**config.mk**
```make
export PLATFORM = sky130hd
export DESIGN_NAME = fsp_ctrl
export DESIGN_NICKNAME = d
export VERILOG_FILES = /design/src/logic/fsp_pkg.sv /design/src/logic/fsp_ctrl.sv
export SDC_FILE = /design/constraint.sdc
export NUM_CORES = 1
export LEC_CHECK = 0
export ABC_AREA = 1
export BUFFER_PORTS_ARGS = -buffer_cell sky130_fd_sc_hd__buf_4
export CAP_MARGIN = 20
export CELL_PAD_IN_SITES_DETAIL_PLACEMENT = 0
export CELL_PAD_IN_SITES_GLOBAL_PLACEMENT = 2
export CORE_UTILIZATION = 36
export CTS_CLUSTER_SIZE = 14
export DETAILED_ROUTE_END_ITERATION = 7
export GPL_ROUTABILITY_DRIVEN = 0
export HOLD_SLACK_MARGIN = 0.06
export PLACE_DENSITY_LB_ADDON = 0.15
export SYNTH_ARGS = -nofsm -noshare
export SYNTH_HDL_FRONTEND = slang
export SYNTH_SLANG_ARGS = --single-unit
```
**constraint.sdc**
```tcl
create_clock -name i_mclk -period 3.55 [get_ports i_mclk]
set_input_delay 0.71 -clock i_mclk [delete_from_list [all_inputs] [get_ports i_mclk]]
set_output_delay 0.71 -clock i_mclk [all_outputs]
set_load 0.05 [all_outputs]
```
**src/logic/fsp_pkg.sv**
```systemverilog
// Constants, types and register map of the flash access controller.
// Assumes a flash array macro that answers each request with a done pulse.
package fsp_pkg;
   // ****************************************
   // Register map
   // ****************************************
   localparam logic [7:0] ADR_AREA = 8'hA7;
   localparam logic [7:0] ADR_OPC = 8'hF2;
   localparam logic [7:0] ADR_KEY0 = 8'hF3;
   localparam logic [7:0] ADR_KEY3 = 8'hF6;
   localparam logic [7:0] ADR_PAGE = 8'hF7;
   localparam logic [7:0] ADR_STAT = 8'hF9;
   localparam logic [7:0] ADR_OFFS = 8'hFB;
   localparam logic [7:0] ADR_DATA = 8'hFC;
   localparam logic [7:0] RST_BYTE = 8'h00;
   localparam int ST_BUSY = 0;
   localparam int ST_ABORT = 1;
   localparam int ST_MODE = 2;
   // ****************************************
   // Codes and sizes
   // ****************************************
   localparam logic [7:0] OPC_ERASE = 8'hE6;
   localparam logic [7:0] OPC_PROG = 8'h6E;
   localparam logic [15:0] KEY_SEQ = 16'h5A96;
   // Entry waveform on the four test pins, one nibble per step
   localparam logic [15:0] ENTRY_PAT = 16'hA5C3;
   localparam logic [2:0] LAST_STEP = 3'h4;
   localparam logic [7:0] BLANK = 8'hFF;
   localparam int MAX_SECT = 8;
   localparam int MAIN_SECT_BYTES = 1024;
   localparam int DATA_SECT_BYTES = 256;
   localparam int AW = 13;
   // ****************************************
   // Types
   // ****************************************
   typedef enum logic [2:0] {
      FL_READ = 3'b000,
      FL_PROG = 3'b001,
      FL_SERASE = 3'b010,
      FL_MERASE = 3'b011,
      FL_DERASE = 3'b100
   } fsp_flop_t;
   typedef enum logic [2:0] {
      IC_MERASE = 3'b000,
      IC_SERASE = 3'b001,
      IC_READ = 3'b010,
      IC_WRITE = 3'b011,
      IC_DERASE = 3'b100,
      IC_PROT = 3'b101
   } fsp_icmd_t;
   typedef struct packed {
      logic req;
      fsp_flop_t op;
      logic area;
      logic [AW-1:0] addr;
      logic [7:0] wdata;
   } fsp_fl_req_t;
   typedef struct packed {
      logic valid;
      fsp_icmd_t cmd;
      logic area;
      logic [AW-1:0] addr;
      logic [7:0] wdata;
   } fsp_icp_req_t;
   typedef struct packed {
      logic done;
      logic ok;
      logic [7:0] rdata;
   } fsp_icp_rsp_t;
endpackage : fsp_pkg

```
**src/logic/fsp_ctrl.sv**
```systemverilog
// Flash access controller: protection checks, self-programming registers,
// programmer entry detection. Assumes one clock and a flash macro port.
//
// Function
// (RULE1) Mode 0 blocks programmer access except mass erase
// (RULE2) Mode 1 blocks foreign code reads, self erase/write
// (RULE3) Protection bits change only through programmer path
// (RULE4) Mass erase ignores protection, clears protection bits
// (RULE5) Mass erase offered to programmer only
// (RULE6) Self erase/write needs mode 1 off
// (RULE7) Programmer erase/read/write needs mode 0 off
// (RULE8) Own executing sector always readable and writable
// (RULE9) Data area erase from both paths, unprotected
// (RULE10) Data byte read/write from both paths
// (RULE11) Programming mode only after pin waveform seen
// (RULE12) Self path never erases last main sector
// (RULE13) No reprogram of a byte before erase
// (RULE14) Wrong unlock keys abort self operation
// (RULE15) Page bits 7:2 sector, 1:0 offset high
// (RULE16) Data area: page bits 2:0 sector
// (RULE17) Offset register gives low eight address bits
// (RULE18) Data register holds byte to program
// (RULE19) Opcode E6 erases sector, 6E programs byte
// (RULE20) Software writes keys 5, A, 9, 6
// (RULE21) Opcode then four keys, strictly in order
// (RULE22) Area bit steers main or data area
// (RULE23) CPU held idle during self operation
// (RULE24) Broken order or refusal discards operation untouched
`timescale 1ns/10ps
module fsp_ctrl #(
   parameter int NUM_SECT = 8,
   parameter int DATA_SECT = 8
) (
   // Clock and reset
   input wire logic i_mclk,
   input wire logic i_rst_n,
   // Register port
   input wire logic [7:0] i_addr,
   input wire logic [7:0] i_wdata,
   input wire logic i_wr,
   input wire logic i_rd,
   output logic [7:0] o_rdata_q,
   // CPU side
   input wire logic [2:0] i_exec_sec,
   input wire logic i_cr_req,
   input wire logic [fsp_pkg::AW-1:0] i_cr_addr,
   output logic o_cr_valid_q,
   output logic o_cr_ok_q,
   output logic o_cr_area_q,
   output logic o_hold_q,
   // Programmer side
   input wire logic [3:0] i_tp,
   input wire fsp_pkg::fsp_icp_req_t i_icp,
   output logic o_icp_ready_q,
   output fsp_pkg::fsp_icp_rsp_t o_icp_rsp_q,
   output logic o_icp_mode_q,
   // Flash macro
   output fsp_pkg::fsp_fl_req_t o_fl_q,
   input wire logic i_fl_done,
   input wire logic [7:0] i_fl_rdata
);
   import fsp_pkg::*;

   if (NUM_SECT < 2 || NUM_SECT > MAX_SECT || DATA_SECT < 1 || DATA_SECT > MAX_SECT) begin : g_chk
      $error("fsp_ctrl: sector counts out of range");
   end

   typedef enum logic [1:0] {
      ST_IDLE = 2'b00,
      ST_CHK = 2'b01,
      ST_RUN = 2'b10
   } fsp_st_t;

   fsp_st_t st_q;
   logic area_q;
   logic [7:0] opc_q, page_q, offs_q, data_q;
   logic [3:0] key_q [4];
   logic [2:0] step_q;
   logic abort_q;
   logic [MAX_SECT-1:0] prot0_q, prot1_q;
   logic job_icp_q, job_area_q;
   logic [AW-1:0] job_addr_q;
   logic [7:0] job_wdata_q;
   logic [3:0] tp_s1_q, tp_s2_q, tp_s3_q;
   logic [2:0] ent_q;
   logic [7:0] rd_mux;

   // ****************************************
   // Helpers
   // ****************************************
   function automatic logic [3:0] nib(input logic [15:0] w, input logic [1:0] i);
      return w[15 - 4 * i -: 4];
   endfunction : nib

   // Out of range sectors count as protected so they are always refused
   function automatic logic prot_hit(input logic [MAX_SECT-1:0] p, input logic [2:0] s);
      return ({1'b0, s} < 4'(NUM_SECT)) ? p[s] : 1'b1;
   endfunction : prot_hit

   function automatic fsp_fl_req_t mk_req(input fsp_flop_t op, input logic area,
                                          input logic [AW-1:0] a, input logic [7:0] d);
      fsp_fl_req_t r;
      r.req = 1'b1;
      r.op = op;
      r.area = area;
      r.addr = a;
      r.wdata = d;
      return r;
   endfunction : mk_req

   // ****************************************
   // Decode
   // ****************************************
   wire key_wr = i_wr && (i_addr >= ADR_KEY0) && (i_addr <= ADR_KEY3);
   wire [7:0] key_off = i_addr - ADR_KEY0;
   wire [1:0] kidx = key_off[1:0];
   wire key_good = key_wr && (step_q == 3'(kidx) + 3'h1)
                   && (i_wdata[3:0] == nib(KEY_SEQ, kidx)); // [RULE20] [RULE21]
   wire key_bad = key_wr && !key_good; // [RULE14]
   wire go_ssp = key_good && (kidx == 2'h3);

   wire is_prog = (opc_q == OPC_PROG); // [RULE19]
   wire is_erase = (opc_q == OPC_ERASE); // [RULE19]
   wire [5:0] msec = page_q[7:2]; // [RULE15]
   wire m_in = (msec < 6'(NUM_SECT));
   wire d_in = ({1'b0, page_q[2:0]} < 4'(DATA_SECT)); // [RULE16]
   wire p1_hit = prot_hit(prot1_q, page_q[4:2]);
   wire main_ok = m_in && (is_erase ? (!p1_hit && msec != 6'(NUM_SECT - 1)) // [RULE6] [RULE12]
                                     : (!p1_hit || page_q[4:2] == i_exec_sec)); // [RULE8]
   wire ssp_ok = (is_prog || is_erase) && (area_q ? d_in : main_ok); // [RULE22] [RULE9]
   wire [AW-1:0] ssp_addr = area_q ? {2'h0, page_q[2:0], offs_q} // [RULE16] [RULE17]
                                   : {page_q[4:0], offs_q}; // [RULE15]

   wire take_icp = i_icp.valid && o_icp_ready_q;
   wire launch = go_ssp && (st_q == ST_IDLE) && !take_icp && ssp_ok;
   wire blank_fail = (st_q == ST_CHK) && i_fl_done && (i_fl_rdata != BLANK); // [RULE13]
   wire [2:0] isec = i_icp.addr[12:10];
   wire p0_hit = !i_icp.area && prot_hit(prot0_q, isec);
   logic icp_ok;
   always_comb begin
      case (i_icp.cmd)
         IC_MERASE, IC_DERASE: icp_ok = 1'b1; // [RULE4] [RULE9]
         IC_SERASE, IC_READ, IC_WRITE: icp_ok = !p0_hit; // [RULE1] [RULE7] [RULE10]
         IC_PROT: icp_ok = ({1'b0, isec} < 4'(NUM_SECT));
         default: icp_ok = 1'b0;
      endcase
   end

   // ****************************************
   // Programmer entry detection
   // ****************************************
   always_ff @(posedge i_mclk or negedge i_rst_n) begin
      if (!i_rst_n) begin
         tp_s1_q <= 4'h0;
         tp_s2_q <= 4'h0;
         tp_s3_q <= 4'h0;
      end else begin
         tp_s1_q <= i_tp;
         tp_s2_q <= tp_s1_q;
         tp_s3_q <= tp_s2_q;
      end
   end

   // Each agreed pin value is one step; a stray value restarts the match
   always_ff @(posedge i_mclk or negedge i_rst_n) begin
      if (!i_rst_n) begin
         ent_q <= 3'h0;
         o_icp_mode_q <= 1'b0;
      end else if (!o_icp_mode_q && tp_s2_q == tp_s3_q
                   && tp_s3_q != nib(ENTRY_PAT, 2'(ent_q - 3'h1))) begin
         if (tp_s3_q == nib(ENTRY_PAT, ent_q[1:0])) begin
            ent_q <= ent_q + 3'h1;
            o_icp_mode_q <= (ent_q + 3'h1 == LAST_STEP); // [RULE11]
         end else begin
            ent_q <= (tp_s3_q == nib(ENTRY_PAT, 2'h0)) ? 3'h1 : 3'h0;
         end
      end
   end

   // ****************************************
   // Registers
   // ****************************************
   always_ff @(posedge i_mclk or negedge i_rst_n) begin
      if (!i_rst_n) begin
         area_q <= 1'b0;
         opc_q <= RST_BYTE;
         page_q <= RST_BYTE;
         offs_q <= RST_BYTE;
         data_q <= RST_BYTE;
         for (int i = 0; i < 4; i++) begin
            key_q[i] <= 4'h0;
         end
      end else if (i_wr) begin
         case (i_addr)
            ADR_AREA: area_q <= i_wdata[0]; // [RULE22]
            ADR_OPC: opc_q <= i_wdata;
            ADR_PAGE: page_q <= i_wdata;
            ADR_OFFS: offs_q <= i_wdata;
            ADR_DATA: data_q <= i_wdata; // [RULE18]
            default: begin
               if (key_wr) begin
                  key_q[kidx] <= i_wdata[3:0];
               end
            end
         endcase
      end
   end

   // Any key write out of order disarms; only the opcode write arms
   always_ff @(posedge i_mclk or negedge i_rst_n) begin
      if (!i_rst_n) begin
         step_q <= 3'h0;
      end else if (i_wr && i_addr == ADR_OPC) begin
         step_q <= 3'h1; // [RULE21]
      end else if (key_wr) begin
         step_q <= (key_good && kidx != 2'h3) ? step_q + 3'h1 : 3'h0; // [RULE14]
      end
   end

   // Set wins over a clear in the same cycle
   always_ff @(posedge i_mclk or negedge i_rst_n) begin
      if (!i_rst_n) begin
         abort_q <= 1'b0;
      end else if (key_bad || (go_ssp && !launch) || (blank_fail && !job_icp_q)) begin
         abort_q <= 1'b1; // [RULE24]
      end else if (i_wr && i_addr == ADR_STAT && i_wdata[ST_ABORT]) begin
         abort_q <= 1'b0;
      end
   end

   always_comb begin
      case (i_addr)
         ADR_AREA: rd_mux = {7'h00, area_q};
         ADR_OPC: rd_mux = opc_q;
         ADR_PAGE: rd_mux = page_q;
         ADR_OFFS: rd_mux = offs_q;
         ADR_DATA: rd_mux = data_q;
         ADR_STAT: rd_mux = {5'h00, o_icp_mode_q, abort_q, st_q != ST_IDLE};
         default: rd_mux = key_wr || (i_addr >= ADR_KEY0 && i_addr <= ADR_KEY3)
                           ? {4'h0, key_q[kidx]} : RST_BYTE;
      endcase
   end

   always_ff @(posedge i_mclk or negedge i_rst_n) begin
      if (!i_rst_n) begin
         o_rdata_q <= RST_BYTE;
      end else begin
         o_rdata_q <= i_rd ? rd_mux : RST_BYTE;
      end
   end

   // ****************************************
   // Protection bits
   // ****************************************
   // No register write reaches these; only accepted programmer commands
   always_ff @(posedge i_mclk or negedge i_rst_n) begin
      if (!i_rst_n) begin
         prot0_q <= '0;
         prot1_q <= '0;
      end else if (take_icp && icp_ok) begin
         if (i_icp.cmd == IC_MERASE) begin
            prot0_q <= '0; // [RULE4]
            prot1_q <= '0;
         end else if (i_icp.cmd == IC_PROT) begin
            prot0_q[isec] <= prot0_q[isec] | i_icp.wdata[0]; // [RULE3]
            prot1_q[isec] <= prot1_q[isec] | i_icp.wdata[1];
         end
      end
   end

   // ****************************************
   // Code space reads
   // ****************************************
   always_ff @(posedge i_mclk or negedge i_rst_n) begin
      if (!i_rst_n) begin
         o_cr_valid_q <= 1'b0;
         o_cr_ok_q <= 1'b0;
         o_cr_area_q <= 1'b0;
      end else begin
         o_cr_valid_q <= i_cr_req;
         o_cr_ok_q <= i_cr_req && (area_q || !prot_hit(prot1_q, i_cr_addr[12:10]) // [RULE2]
                      || i_cr_addr[12:10] == i_exec_sec); // [RULE8]
         o_cr_area_q <= area_q; // [RULE22]
      end
   end

   // ****************************************
   // Operation sequencer
   // ****************************************
   always_ff @(posedge i_mclk or negedge i_rst_n) begin
      if (!i_rst_n) begin
         st_q <= ST_IDLE;
         o_fl_q <= '0;
         o_icp_rsp_q <= '0;
         o_icp_ready_q <= 1'b0;
         o_hold_q <= 1'b0;
         job_icp_q <= 1'b0;
         job_area_q <= 1'b0;
         job_addr_q <= '0;
         job_wdata_q <= RST_BYTE;
      end else begin
         o_fl_q.req <= 1'b0;
         o_icp_rsp_q.done <= 1'b0;
         case (st_q)
            ST_IDLE: begin
               o_icp_ready_q <= o_icp_mode_q;
               if (take_icp) begin
                  job_icp_q <= 1'b1;
                  job_area_q <= i_icp.area;
                  job_addr_q <= i_icp.addr;
                  job_wdata_q <= i_icp.wdata;
                  if (!icp_ok || i_icp.cmd == IC_PROT) begin
                     o_icp_rsp_q <= '{done: 1'b1, ok: icp_ok, rdata: RST_BYTE}; // [RULE7]
                  end else begin
                     o_icp_ready_q <= 1'b0;
                     st_q <= ST_RUN;
                     case (i_icp.cmd)
                        IC_MERASE: o_fl_q <= mk_req(FL_MERASE, 1'b0, '0, BLANK); // [RULE5]
                        IC_SERASE: o_fl_q <= mk_req(FL_SERASE, i_icp.area, i_icp.addr, BLANK);
                        IC_DERASE: o_fl_q <= mk_req(FL_DERASE, 1'b1, '0, BLANK); // [RULE9]
                        IC_READ: o_fl_q <= mk_req(FL_READ, i_icp.area, i_icp.addr, BLANK);
                        default: begin
                           o_fl_q <= mk_req(FL_READ, i_icp.area, i_icp.addr, BLANK);
                           st_q <= ST_CHK; // [RULE13]
                        end
                     endcase
                  end
               end else if (launch) begin
                  job_icp_q <= 1'b0;
                  job_area_q <= area_q;
                  job_addr_q <= ssp_addr;
                  job_wdata_q <= data_q; // [RULE18]
                  o_icp_ready_q <= 1'b0;
                  o_hold_q <= 1'b1; // [RULE23]
                  if (is_prog) begin
                     o_fl_q <= mk_req(FL_READ, area_q, ssp_addr, data_q);
                     st_q <= ST_CHK; // [RULE13]
                  end else begin
                     o_fl_q <= mk_req(FL_SERASE, area_q, ssp_addr, BLANK); // [RULE6]
                     st_q <= ST_RUN;
                  end
               end
            end
            ST_CHK: begin
               if (i_fl_done) begin
                  if (blank_fail) begin
                     st_q <= ST_IDLE; // [RULE24]
                     o_hold_q <= 1'b0;
                     o_icp_rsp_q <= '{done: job_icp_q, ok: 1'b0, rdata: i_fl_rdata};
                  end else begin
                     o_fl_q <= mk_req(FL_PROG, job_area_q, job_addr_q, job_wdata_q);
                     st_q <= ST_RUN;
                  end
               end
            end
            ST_RUN: begin
               if (i_fl_done) begin
                  st_q <= ST_IDLE;
                  o_hold_q <= 1'b0; // [RULE23]
                  o_icp_rsp_q <= '{done: job_icp_q, ok: 1'b1, rdata: i_fl_rdata};
               end
            end
            default: begin
               st_q <= ST_IDLE;
               o_hold_q <= 1'b0;
            end
         endcase
      end
   end

   wire ssp_try = go_ssp && st_q == ST_IDLE && !take_icp && !area_q && page_q[7:5] == 3'h0;
endmodule : fsp_ctrl

```
======== Yosys cells after proc, flatten, opt, wreduce, memory -nomap -nowiden ========
Cells that the tools add are included.
cells by class
  add/sub/neg operators ................... 8
  $lt $le $gt $ge ......................... 9
  equal/unequal tests ..................... 38
  shift-type cells ........................ 3
  multiplexer cells ....................... 76
  bitwise operators ....................... 4
  reduce and logical (&&, ||, !) cells .... 73
operators with widths
  kind                                                                            count
  26-bit 2-to-1 mux                                                               5
  19-bit by 33-bit variable part select with 4-bit output (first input constant)  3
  25-bit case mux with 3 select lines                                             1
  8-bit == test (second input constant)                                           7
  8-bit 2-to-1 mux                                                                7
  26-bit case mux with 2 select lines                                             1
  10-bit 2-to-1 mux                                                               5
  8-bit case mux with 6 select lines                                              1
  13-bit 2-to-1 mux                                                               3
  10-bit case mux with 3 select lines                                             1
  1-bit logical AND                                                               29
  24-bit 2-to-1 mux                                                               1
  1-bit 2-to-1 mux                                                                22
  2-bit != test (second input constant)                                           9
  16-bit bitwise mux                                                              1
  8-bit bitwise mux                                                               2
  2-bit 2-to-1 mux                                                                8
  4-bit 2-to-1 mux                                                                4
  2-bit AND reduction                                                             8
  4-bit by 4-bit subtractor with 5-bit output (first input constant)              3
  1-bit binary-select mux with 3-bit select                                       4
  4-bit == test                                                                   3
  3-bit by 4-bit < comparator with 1-bit output (second input constant)           3
  3-bit 2-to-1 mux                                                                4
  44 further kinds                                                                76
word-level totals
  bits in registers ....................... 159
  bits of input ports ..................... 76
  output and inout port bits .............. 50
  logic and storage cells ................. 248

======== Longest topological paths before layout ========
Gate-level depths: netlist (run 1).
  depth after elaboration ................. 14
  gate-level depth with buffers ........... 17
  depth with buffers taken out ............ 16

======== Worst setup path before layout (run 1) ========
OpenSTA, ideal clock, no wires.
  kind .................................... input port to flip-flop
  start ................................... input i_addr[0]
  end ..................................... register o_fl_q[16] (netlist bit)
  library setup time ...................... 0.123 ns
  data arrival time ....................... 2.186 ns
  setup slack ............................. 1.241 ns
  stages .................................. 16
  cell sequence ........................... inv_2 > ha_1 > inv_1 > nand2_1 > nand2_1 > nand2_1 > nand3_1 > nor2_1 > nand3_2 > nor2_4 > nand2_2 > nand2_4 > nand2_4 > buf_6 > nand3_1 > nand2_1
between the ends
  longest elaborated chain between the ends .. 11
ends and longest elaborated chain
  element                                                                                line                              text
  start: declaration                                                                     fsp_ctrl.sv:38                    input wire logic [7:0] i_addr,
  2-bit subtractor / 8-bit >= comparator (equally long branches)                         fsp_ctrl.sv:115, fsp_ctrl.sv:114
  4-bit by 4-bit subtractor with 5-bit output, or another cell as far along              fsp_ctrl.sv:92                    return w[15 - 4 * i -: 4];
  19-bit by 33-bit variable part select with 4-bit output, or another cell as far along  fsp_ctrl.sv:92
  4-bit == test / 1-bit logical AND (equally long branches)                              fsp_ctrl.sv:118, fsp_ctrl.sv:117
  1-bit logical AND                                                                      fsp_ctrl.sv:118                   && (i_wdata[3:0] == nib(KEY_SEQ, kidx));
  1-bit logical AND (*)                                                                  fsp_ctrl.sv:120                   wire go_ssp = key_good && (kidx == 2'h3);
  1-bit logical AND (*) (2 in a row)                                                     n/a
  1-bit logical AND (*)                                                                  fsp_ctrl.sv:135                   wire launch = go_ssp && (st_q == ST_IDLE) && !take_icp && ssp_ok;
  3-bit != test (no source line) (*)                                                     n/a
  5-bit AND reduction (no source line) (*)                                               n/a
  end signal: assignment                                                                 fsp_ctrl.sv:318                   IC_MERASE: o_fl_q <= mk_req(FL_MERASE, 1'b0, '0, BLANK);
  end signal: assignment                                                                 fsp_ctrl.sv:319                   IC_SERASE: o_fl_q <= mk_req(FL_SERASE, i_icp.area, i_icp.addr, BLANK);
  end signal: assignment                                                                 fsp_ctrl.sv:320                   IC_DERASE: o_fl_q <= mk_req(FL_DERASE, 1'b1, '0, BLANK);
  end: declaration                                                                       fsp_ctrl.sv:58                    output fsp_pkg::fsp_fl_req_t o_fl_q,
Mark *: on every way between the ends. The rest lies on a longest branch, timed or not.
A chain may end at the register's enable or synchronous reset.

======== Worst setup path in the final report (run 1) ========
  start ................................... input i_addr[0]
  end ..................................... register job_wdata_q[6]
between the ends
  longest elaborated chain between the ends .. 11
ends and longest elaborated chain
  element                                                                                line                              text
  2-bit subtractor / 8-bit >= comparator (equally long branches)                         fsp_ctrl.sv:115, fsp_ctrl.sv:114
  4-bit by 4-bit subtractor with 5-bit output, or another cell as far along              fsp_ctrl.sv:92
  19-bit by 33-bit variable part select with 4-bit output, or another cell as far along  fsp_ctrl.sv:92
  4-bit == test / 1-bit logical AND (equally long branches)                              fsp_ctrl.sv:118, fsp_ctrl.sv:117
  1-bit logical AND                                                                      fsp_ctrl.sv:118
  1-bit logical AND (*)                                                                  fsp_ctrl.sv:120
  1-bit logical AND (*) (2 in a row)                                                     n/a
  1-bit logical AND (*)                                                                  fsp_ctrl.sv:135
  2-bit nonzero test (no source line) (*)                                                n/a
  2-bit AND reduction (no source line) (*)                                               n/a
  end signal: assignment                                                                 fsp_ctrl.sv:311                   job_wdata_q <= i_icp.wdata;
  end signal: assignment                                                                 fsp_ctrl.sv:332                   job_wdata_q <= data_q;
  end: declaration                                                                       fsp_ctrl.sv:83                    logic [7:0] job_wdata_q;
Marks and branches as above.

==> results.sh, run 1 <==
export IMPL_fin_util_pct=44.2
export IMPL_cp_arrival_ns=3.06
export IMPL_dr_pass1_iters=5
export IMPL_top_usage_layer="met2"
export IMPL_grt_pass1_wl_um=38800
export IMPL_worst_slack_ns=0.791
export IMPL_drc=0
export IMPL_tightest_slew_ns=0.851
export IMPL_ctsResizeCount=0
export IMPL_ys_async_sr_fraction_pct=100
export IMPL_clkPwrFrac_pct=34.6
export IMPL_synth_top_area_share_pct=47.7
export IMPL_power_frac_seq_pct=41.9
export IMPL_cts_root_buf="clkbuf_16"
export IMPL_met2_usage_pct=33.5
export IMPL_area_growth_pct=20.3
export IMPL_startpoint_type="input pin"
export IMPL_dp_cells=1455
export IMPL_cts_sinks=159
export IMPL_avgViaCountPerCell=4.95
export IMPL_die_area_mm2=0.0238
export IMPL_required_ns=3.85
export IMPL_crit_type="input pin to register"
export IMPL_fin_nets=1276
export IMPL_combPwrFrac_pct=23.4
export IMPL_detailedPlace_worstSlack_ns=0.333
export IMPL_clock_latency_ns=0.42
export IMPL_leakagePower_nw=5.23
export IMPL_fmax_mhz=362
export IMPL_hold_violations=0
export IMPL_synth_seq_cells=159
export IMPL_first_global_vias=6946
export IMPL_fin_crit_sh_pct=77.7
export IMPL_avgSynthCellArea_um2=7.76
export IMPL_post_drt_wl_per_cell_um=16.2
export IMPL_grt_ovfl_total=0
export IMPL_drive_gt1_share_pct=15.6
export IMPL_core_mm2=0.0227
export IMPL_synthTopCellsByArea="dfrtp_1 48%, nand2_1 15%, inv_1 5.5%, o21ai_0 5.2%, nand3_1 4.9%"
export IMPL_synthFlopType="dfrtp_1"
export IMPL_rows=55
export IMPL_wirelength_um=24100
export IMPL_die_h_um=154
export IMPL_met1_usage_pct=30.5
export IMPL_switching_share_pct=33.5
export IMPL_seq_area_frac_synth_pct=47.7
export IMPL_p_int_mw=3.35
export IMPL_initial_utilization_pct=36.8
export IMPL_antenna_found_initial=0
export IMPL_drt_iter0_markers=455
export IMPL_clk_path_buf_depth=2
export IMPL_ant_nets=0
export IMPL_diodes=0
export IMPL_hp_class="input pin to asynchronous set/reset pin"
export IMPL_fin_tns_setup_ns=0
export IMPL_track_usage_pct=21.1
export IMPL_end_kind="register"
export IMPL_io_pins=126
export IMPL_drv_slew=0
export IMPL_grt_max_degree=64
export IMPL_postCtsSetupBuffers=0
export IMPL_htreeDepth=4
export IMPL_synth_cell_types=47
export IMPL_synth_nets=1162
export IMPL_via_count=7349
export IMPL_crit_fanout=33
export IMPL_powerDensity_mw_per_mm2=502
export IMPL_met3_usage_pct=3.31
export IMPL_synth_area_mm2=0.00835
export IMPL_yosys_warnings=0
export IMPL_synth_area_leader_cell="dfrtp_1"
export IMPL_min_period_ns=2.76
export IMPL_tritoncts="done"
export IMPL_rsz0062_at_grt="false"
export IMPL_cts_hold_fix_buffers=0
export IMPL_stdcell_count=1486
export IMPL_dieWidth_um=154
export IMPL_outcome="finished clean"
export IMPL_vdd_ir_drop_max_mv=0.282
export IMPL_syn_inst=1075
export IMPL_switching_power_mw=1.69
export IMPL_setup_viol=0
export IMPL_synth_edf_count=0
export IMPL_clk_pin_slew_ns=0.07
export IMPL_relSlewSlack_pct=43.1
export IMPL_dp_hpwl_um=17900
export IMPL_numCtsBuffers=17
export IMPL_clock_skew_final_ns=0.00958
export IMPL_portBuffers=115
export IMPL_drv_cap=0
-- final timing paths --
kind / start / end / slack, ns / cells past startpoint
min reg2reg: tp_s1_q[2]$_DFF_PN0_ / tp_s2_q[2]$_DFF_PN0_ / 0.35 / 0
max in group asynchronous: i_rst_n / job_addr_q[9]$_DFFE_PN0P_ / 2.44 / 2
max: i_addr[0] / job_wdata_q[6]$_DFFE_PN0P_ / 0.79 / 16
min in group i_mclk: tp_s1_q[2]$_DFF_PN0_ / tp_s2_q[2]$_DFF_PN0_ / 0.35 / 0
max reg2reg: opc_q[0]$_DFFE_PN0P_ / job_wdata_q[6]$_DFFE_PN0P_ / 1.20 / 12
min: i_rst_n / o_icp_rsp_q[2]$_DFFE_PN0P_ / 0.27 / 1
-- critical path, stage by stage --
cell	delay, ns
buf_4	0.18
inv_2	0.20
ha_1	0.20
inv_1	0.07
nand2_1	0.06
nand2_1	0.04
nand2_1	0.06
nand3_1	0.10
nor2_1	0.15
nand3_2	0.18
nor2_4	0.14
nand2_2	0.12
nand2_4	0.27
nand2_4	0.32
nand2_1	0.18
o21ai_2	0.06
-- per-stage QoR --
| step | total power [mW] | hold WS (ns) | instance area (um^2) |
|---|---|---|---|
| 2_1_floorplan | 2.90 | 0.331 | 8350 |
| 3_3_place_gp | 3.33 | 0.335 | 9490 |
| 3_5_place_dp | 3.34 | 0.335 | 9490 |
| 4_1_cts | 5.10 | 0.287 | 10000 |
| 5_1_grt | 5.30 | 0.298 | 10000 |
| 6_report | 5.04 | 0.269 | 10000 |
-- cell usage in the layout, fill, tap and decap left out, drive strengths merged, types with 11 or more instances in the layout --
cell type,instances
inv,127
dfrtp,159
buf,126
nand3,82
a21oi,23
o211ai,13
nand2,345
ha,11
o21ai,99
nor2,86
nor3,15
clkbuf,21
a21boi,14
-- power groups by stage --
stage	combinational, mW	clock, mW	sequential, mW
final	1.18	1.74	2.11
after CTS	1.20	1.79	2.12
after floorplan	0.467	0	2.44
after detailed placement	1.19	0	2.15
after global placement	1.19	0	2.15
after global routing	1.29	1.86	2.14
-- cells in the mapped netlist (all sizes together), types with 4 or more instances --
library cell    n
a21boi         14
a21oi          23
a221oi          5
a32o            4
buf            13
clkbuf         18
dfrtp         159
ha             11
inv           127
nand2         345
nand3          82
nand4           4
nor2           86
nor3           15
o211ai         13
o21a           10
o21ai          99
o22ai           7
or2             4
xnor2           7
xor2            5
-- layout make-up --
type	count	area (um^2)
Clock inverter	10	90.1
Multi-Input combinational cell	757	3720
Clock buffer	21	460
Tap cell	285	357
Fill cell	2441	12700
Timing Repair Buffer	126	962
Inverter	128	480
Sequential cell	159	3980
-- routing by layer --
layer | part of all wire [%] | vias up | wire length, um
li1 | - | 3709 | -
met4 | 0.68 | 0 | 163
met5 | 0 | - | 0
met1 | 50 | 3488 | 12200
met3 | 3.3 | 13 | 802
met2 | 46 | 139 | 11000
-- flip-flops by register name, summed over array words and instances (netlist names), 8 cells and up --
| register | count |
|---|---|
| o_fl_q | 26 |
| key_q | 16 |
| job_addr_q | 13 |
| o_icp_rsp_q | 10 |
| data_q | 8 |
| job_wdata_q | 8 |
| o_rdata_q | 8 |
| offs_q | 8 |
| opc_q | 8 |
| page_q | 8 |
| prot0_q | 8 |
| prot1_q | 8 |
-- cell families after synthesis --
| kind of cell | after synthesis | synth area share, % |
|---|---|---|
| compound gates | 191 | 14.2 |
| xor+xnor | 12 | 1.26 |
| fa+ha+maj | 11 | 1.65 |
| buf+inv | 159 | 7.81 |
| flops | 159 | 47.7 |
| mux | 3 | 0.360 |
| simple gates | 540 | 27.1 |
(Power assumes the default switching activity.)
==> inputs of run 2 (changes only) <==
--- a/config.mk
+++ b/config.mk
@@ -10,7 +10,7 @@
 export CAP_MARGIN = 20
 export CELL_PAD_IN_SITES_DETAIL_PLACEMENT = 0
 export CELL_PAD_IN_SITES_GLOBAL_PLACEMENT = 2
-export CORE_UTILIZATION = 36
+export CORE_UTILIZATION = 30
 export CTS_CLUSTER_SIZE = 14
 export DETAILED_ROUTE_END_ITERATION = 7
 export GPL_ROUTABILITY_DRIVEN = 0
==> constraint.sdc (replaced) <==
create_clock -name i_mclk -period 2.3 [get_ports i_mclk]
set_input_delay 0.46 -clock i_mclk [delete_from_list [all_inputs] [get_ports i_mclk]]
set_output_delay 0.46 -clock i_mclk [all_outputs]
set_load 0.05 [all_outputs]
==> run 2 against run 1 <==
Wire length rose by 8.7%. Count of clock-buffer cells in the layout fell by 2. Cell count rose by 11%. Clock power rose by 59%. Combinational power rose by 62%. Die area rose by 20%. First-iteration DRC count rose by 3.5%. Setup slack got worse by 0.59 ns. Via count rose by 2.5%. Largest cell class unchanged.
==> results.sh, run 2 (same netlist as run 1, synthesis figures left out) <==
export IMPL_track_usage_pct=19.2
export IMPL_clock_latency_ns=0.43
export IMPL_reg_top3="o_fl_q: 26 flops, key_q: 16 flops, job_addr_q: 13 flops"
export IMPL_post_dp_cell_area_mm2=0.0102
export IMPL_powerDensity_mw_per_mm2=737
export IMPL_cp_num_buf_inv=3
export IMPL_portBuffers=115
export IMPL_hp_class="input pin to register"
export IMPL_io_pins=126
export IMPL_fmax_mhz=476
export IMPL_cp_common_cell="nand2_1"
export IMPL_drc=0
export IMPL_final_common_cell="nand2_1"
export IMPL_hold_path_depth=1
export IMPL_path_cells="inv_1 > nand2_1 > nor2_2 > buf_4 > nand2_1 > nand3_1 > nand3_1 > nand2_1 > nand2_1 > buf_12 > nand3_1 > nand2_1 > a21boi_0 > nand2_1"
export IMPL_initial_utilization_pct=30.8
export IMPL_top_register="o_fl_q"
export IMPL_final_cell_mix="338 x nand2_1, 187 x buf_4, 159 x dfrtp_1"
export IMPL_startpoint_type="register"
export IMPL_fin_tns_setup_ns=0
export IMPL_cts_root_buf="clkbuf_16"
export IMPL_min_period_ns=2.10
export IMPL_wirelength_um=26200
export IMPL_ant_nets=0
export IMPL_end_kind="register"
export IMPL_cp_arrival_ns=2.40
export IMPL_dp_hpwl_um=19700
export IMPL_grt_max_degree=57
export IMPL_hold_violations=0
export IMPL_tightest_slew_ns=0.634
export IMPL_vdd_ir_drop_max_mv=0.325
export IMPL_rows=60
export IMPL_die_area_mm2=0.0285
export IMPL_antenna_found_initial=0
export IMPL_setup_viol=0
export IMPL_post_drt_wl_per_cell_um=16.0
export IMPL_r2r_slack_ns=0.20
export IMPL_core_mm2=0.0271
export IMPL_rsz0062_at_grt="false"
export IMPL_hold_start="i_tp[0]"
export IMPL_dr_pass1_iters=5
export IMPL_detailedPlace_worstSlack_ns=-0.184
export IMPL_required_ns=2.60
export IMPL_reg2reg_depth=14
export IMPL_drt_iter0_markers=471
export IMPL_drv_slew=0
export IMPL_clock_skew_final_ns=0.0129
export IMPL_htreeDepth=4
export IMPL_r2r_end="o_fl_q[13]$_DFFE_PN0P_"
export IMPL_r2r_start="opc_q[4]$_DFFE_PN0P_"
export IMPL_fin_crit_sh_pct=91.3
export IMPL_drive_gt1_share_pct=20.4
export IMPL_outcome="finished clean"
export IMPL_grt_pass1_wl_um=41900
export IMPL_critPathMaxStageDelay_ns=0.39
export IMPL_numCtsBuffers=17
export IMPL_fin_util_pct=39.8
export IMPL_fin_nets=1346
export IMPL_avgViaCountPerCell=4.58
export IMPL_postLayoutCellArea_mm2=0.0108
export IMPL_first_global_vias=7538
export IMPL_largest_reg_flops=26
export IMPL_fillerInstances=2856
export IMPL_die_h_um=169
export IMPL_crit_family="simple AND/OR/NAND/NOR gates"
export IMPL_finalPower_mw=7.94
export IMPL_via_count=7533
export IMPL_worst_slack_ns=0.200
export IMPL_leakagePower_nw=5.61
export IMPL_diodes=0
export IMPL_clk_pin_slew_ns=0.08
export IMPL_clk_path_buf_depth=2
export IMPL_drv_cap=0
export IMPL_crit_fanout=13
export IMPL_area_growth_pct=29.1
export IMPL_dieWidth_um=169
export IMPL_cts_sinks=159
export IMPL_postCtsSetupBuffers=0
export IMPL_hold_path_end="tp_s1_q[0]$_DFF_PN0_"
export IMPL_tritoncts="done"
export IMPL_relSlewSlack_pct=57.7
export IMPL_grt_ovfl_total=0
export IMPL_critPathSlowestCell="dfrtp_1"
export IMPL_crit_type="register to register"
run 2: changes by cell type in the layout (fill, tap and decap cells not counted), sizes merged:
| cell | previous run | this run |
|---|---|---|
| buf | 126 | 195 |
| bufinv | 1 | 0 |
| clkbuf | 21 | 19 |
| clkinvlp | 3 | 1 |
| dlygate4sd3 | 0 | 1 |
| inv | 127 | 133 |
run 2: final cells by class:
class,instances,area (um^2),share of cell area [%]
clock buffers,19,433,4.02
clock inverters,13,125,1.16
inverters,128,480,4.46
multi-input cells,757,3730,34.6
flip-flops and latches,159,3980,36.9
well taps,372,465,4.32
repair buffers,196,1570,14.5
run 2: timing repair:
item / in CTS / in global routing
endpoints found under the setup margin: 0 / 27
hold endpoints to repair: 35 / 0
gates resized for setup: 0 / 3
hold buffers: 1 / 0
run 2: worst max-delay path by stage:
stage | start | to | slack, ns | cells past startpoint
2_1_floorplan | i_addr[0] | o_fl_q[16]$_DFFE_PN0P_ | 0.24 | 16
3_3_place_gp | i_icp[18] | o_fl_q[16]$_DFFE_PN0P_ | -0.17 | 16
3_5_place_dp | i_icp[18] | o_fl_q[16]$_DFFE_PN0P_ | -0.18 | 16
4_1_cts | prot0_q[1]$_DFFE_PN0P_ | o_fl_q[16]$_DFFE_PN0P_ | 0.05 | 14
5_1_grt | opc_q[4]$_DFFE_PN0P_ | o_fl_q[1]$_DFFE_PN0P_ | 0.06 | 14
6_report | opc_q[4]$_DFFE_PN0P_ | o_fl_q[13]$_DFFE_PN0P_ | 0.20 | 14
run 2: stage by stage:
step,std cells,hold slack [ns]
2_1_floorplan,1075,0.164
3_3_place_gp,1611,0.335
3_5_place_dp,1611,0.335
4_1_cts,1644,0.113
5_1_grt,1644,0.113
6_report,1644,0.128
run 2: report_power, final:
part	switching, mW	total, mW	internal, mW
clock network	1.33	2.76	1.43
logic	1.29	1.91	0.619
registers	0.192	3.27	3.07
total	2.82	7.94	5.12
run 2: per-layer routing:
metal  wire, um  GRT usage [%]
met1      13100           27.1
met2      11900           30.5
met3        786           2.36
met4        451           6.32
met5          0              0
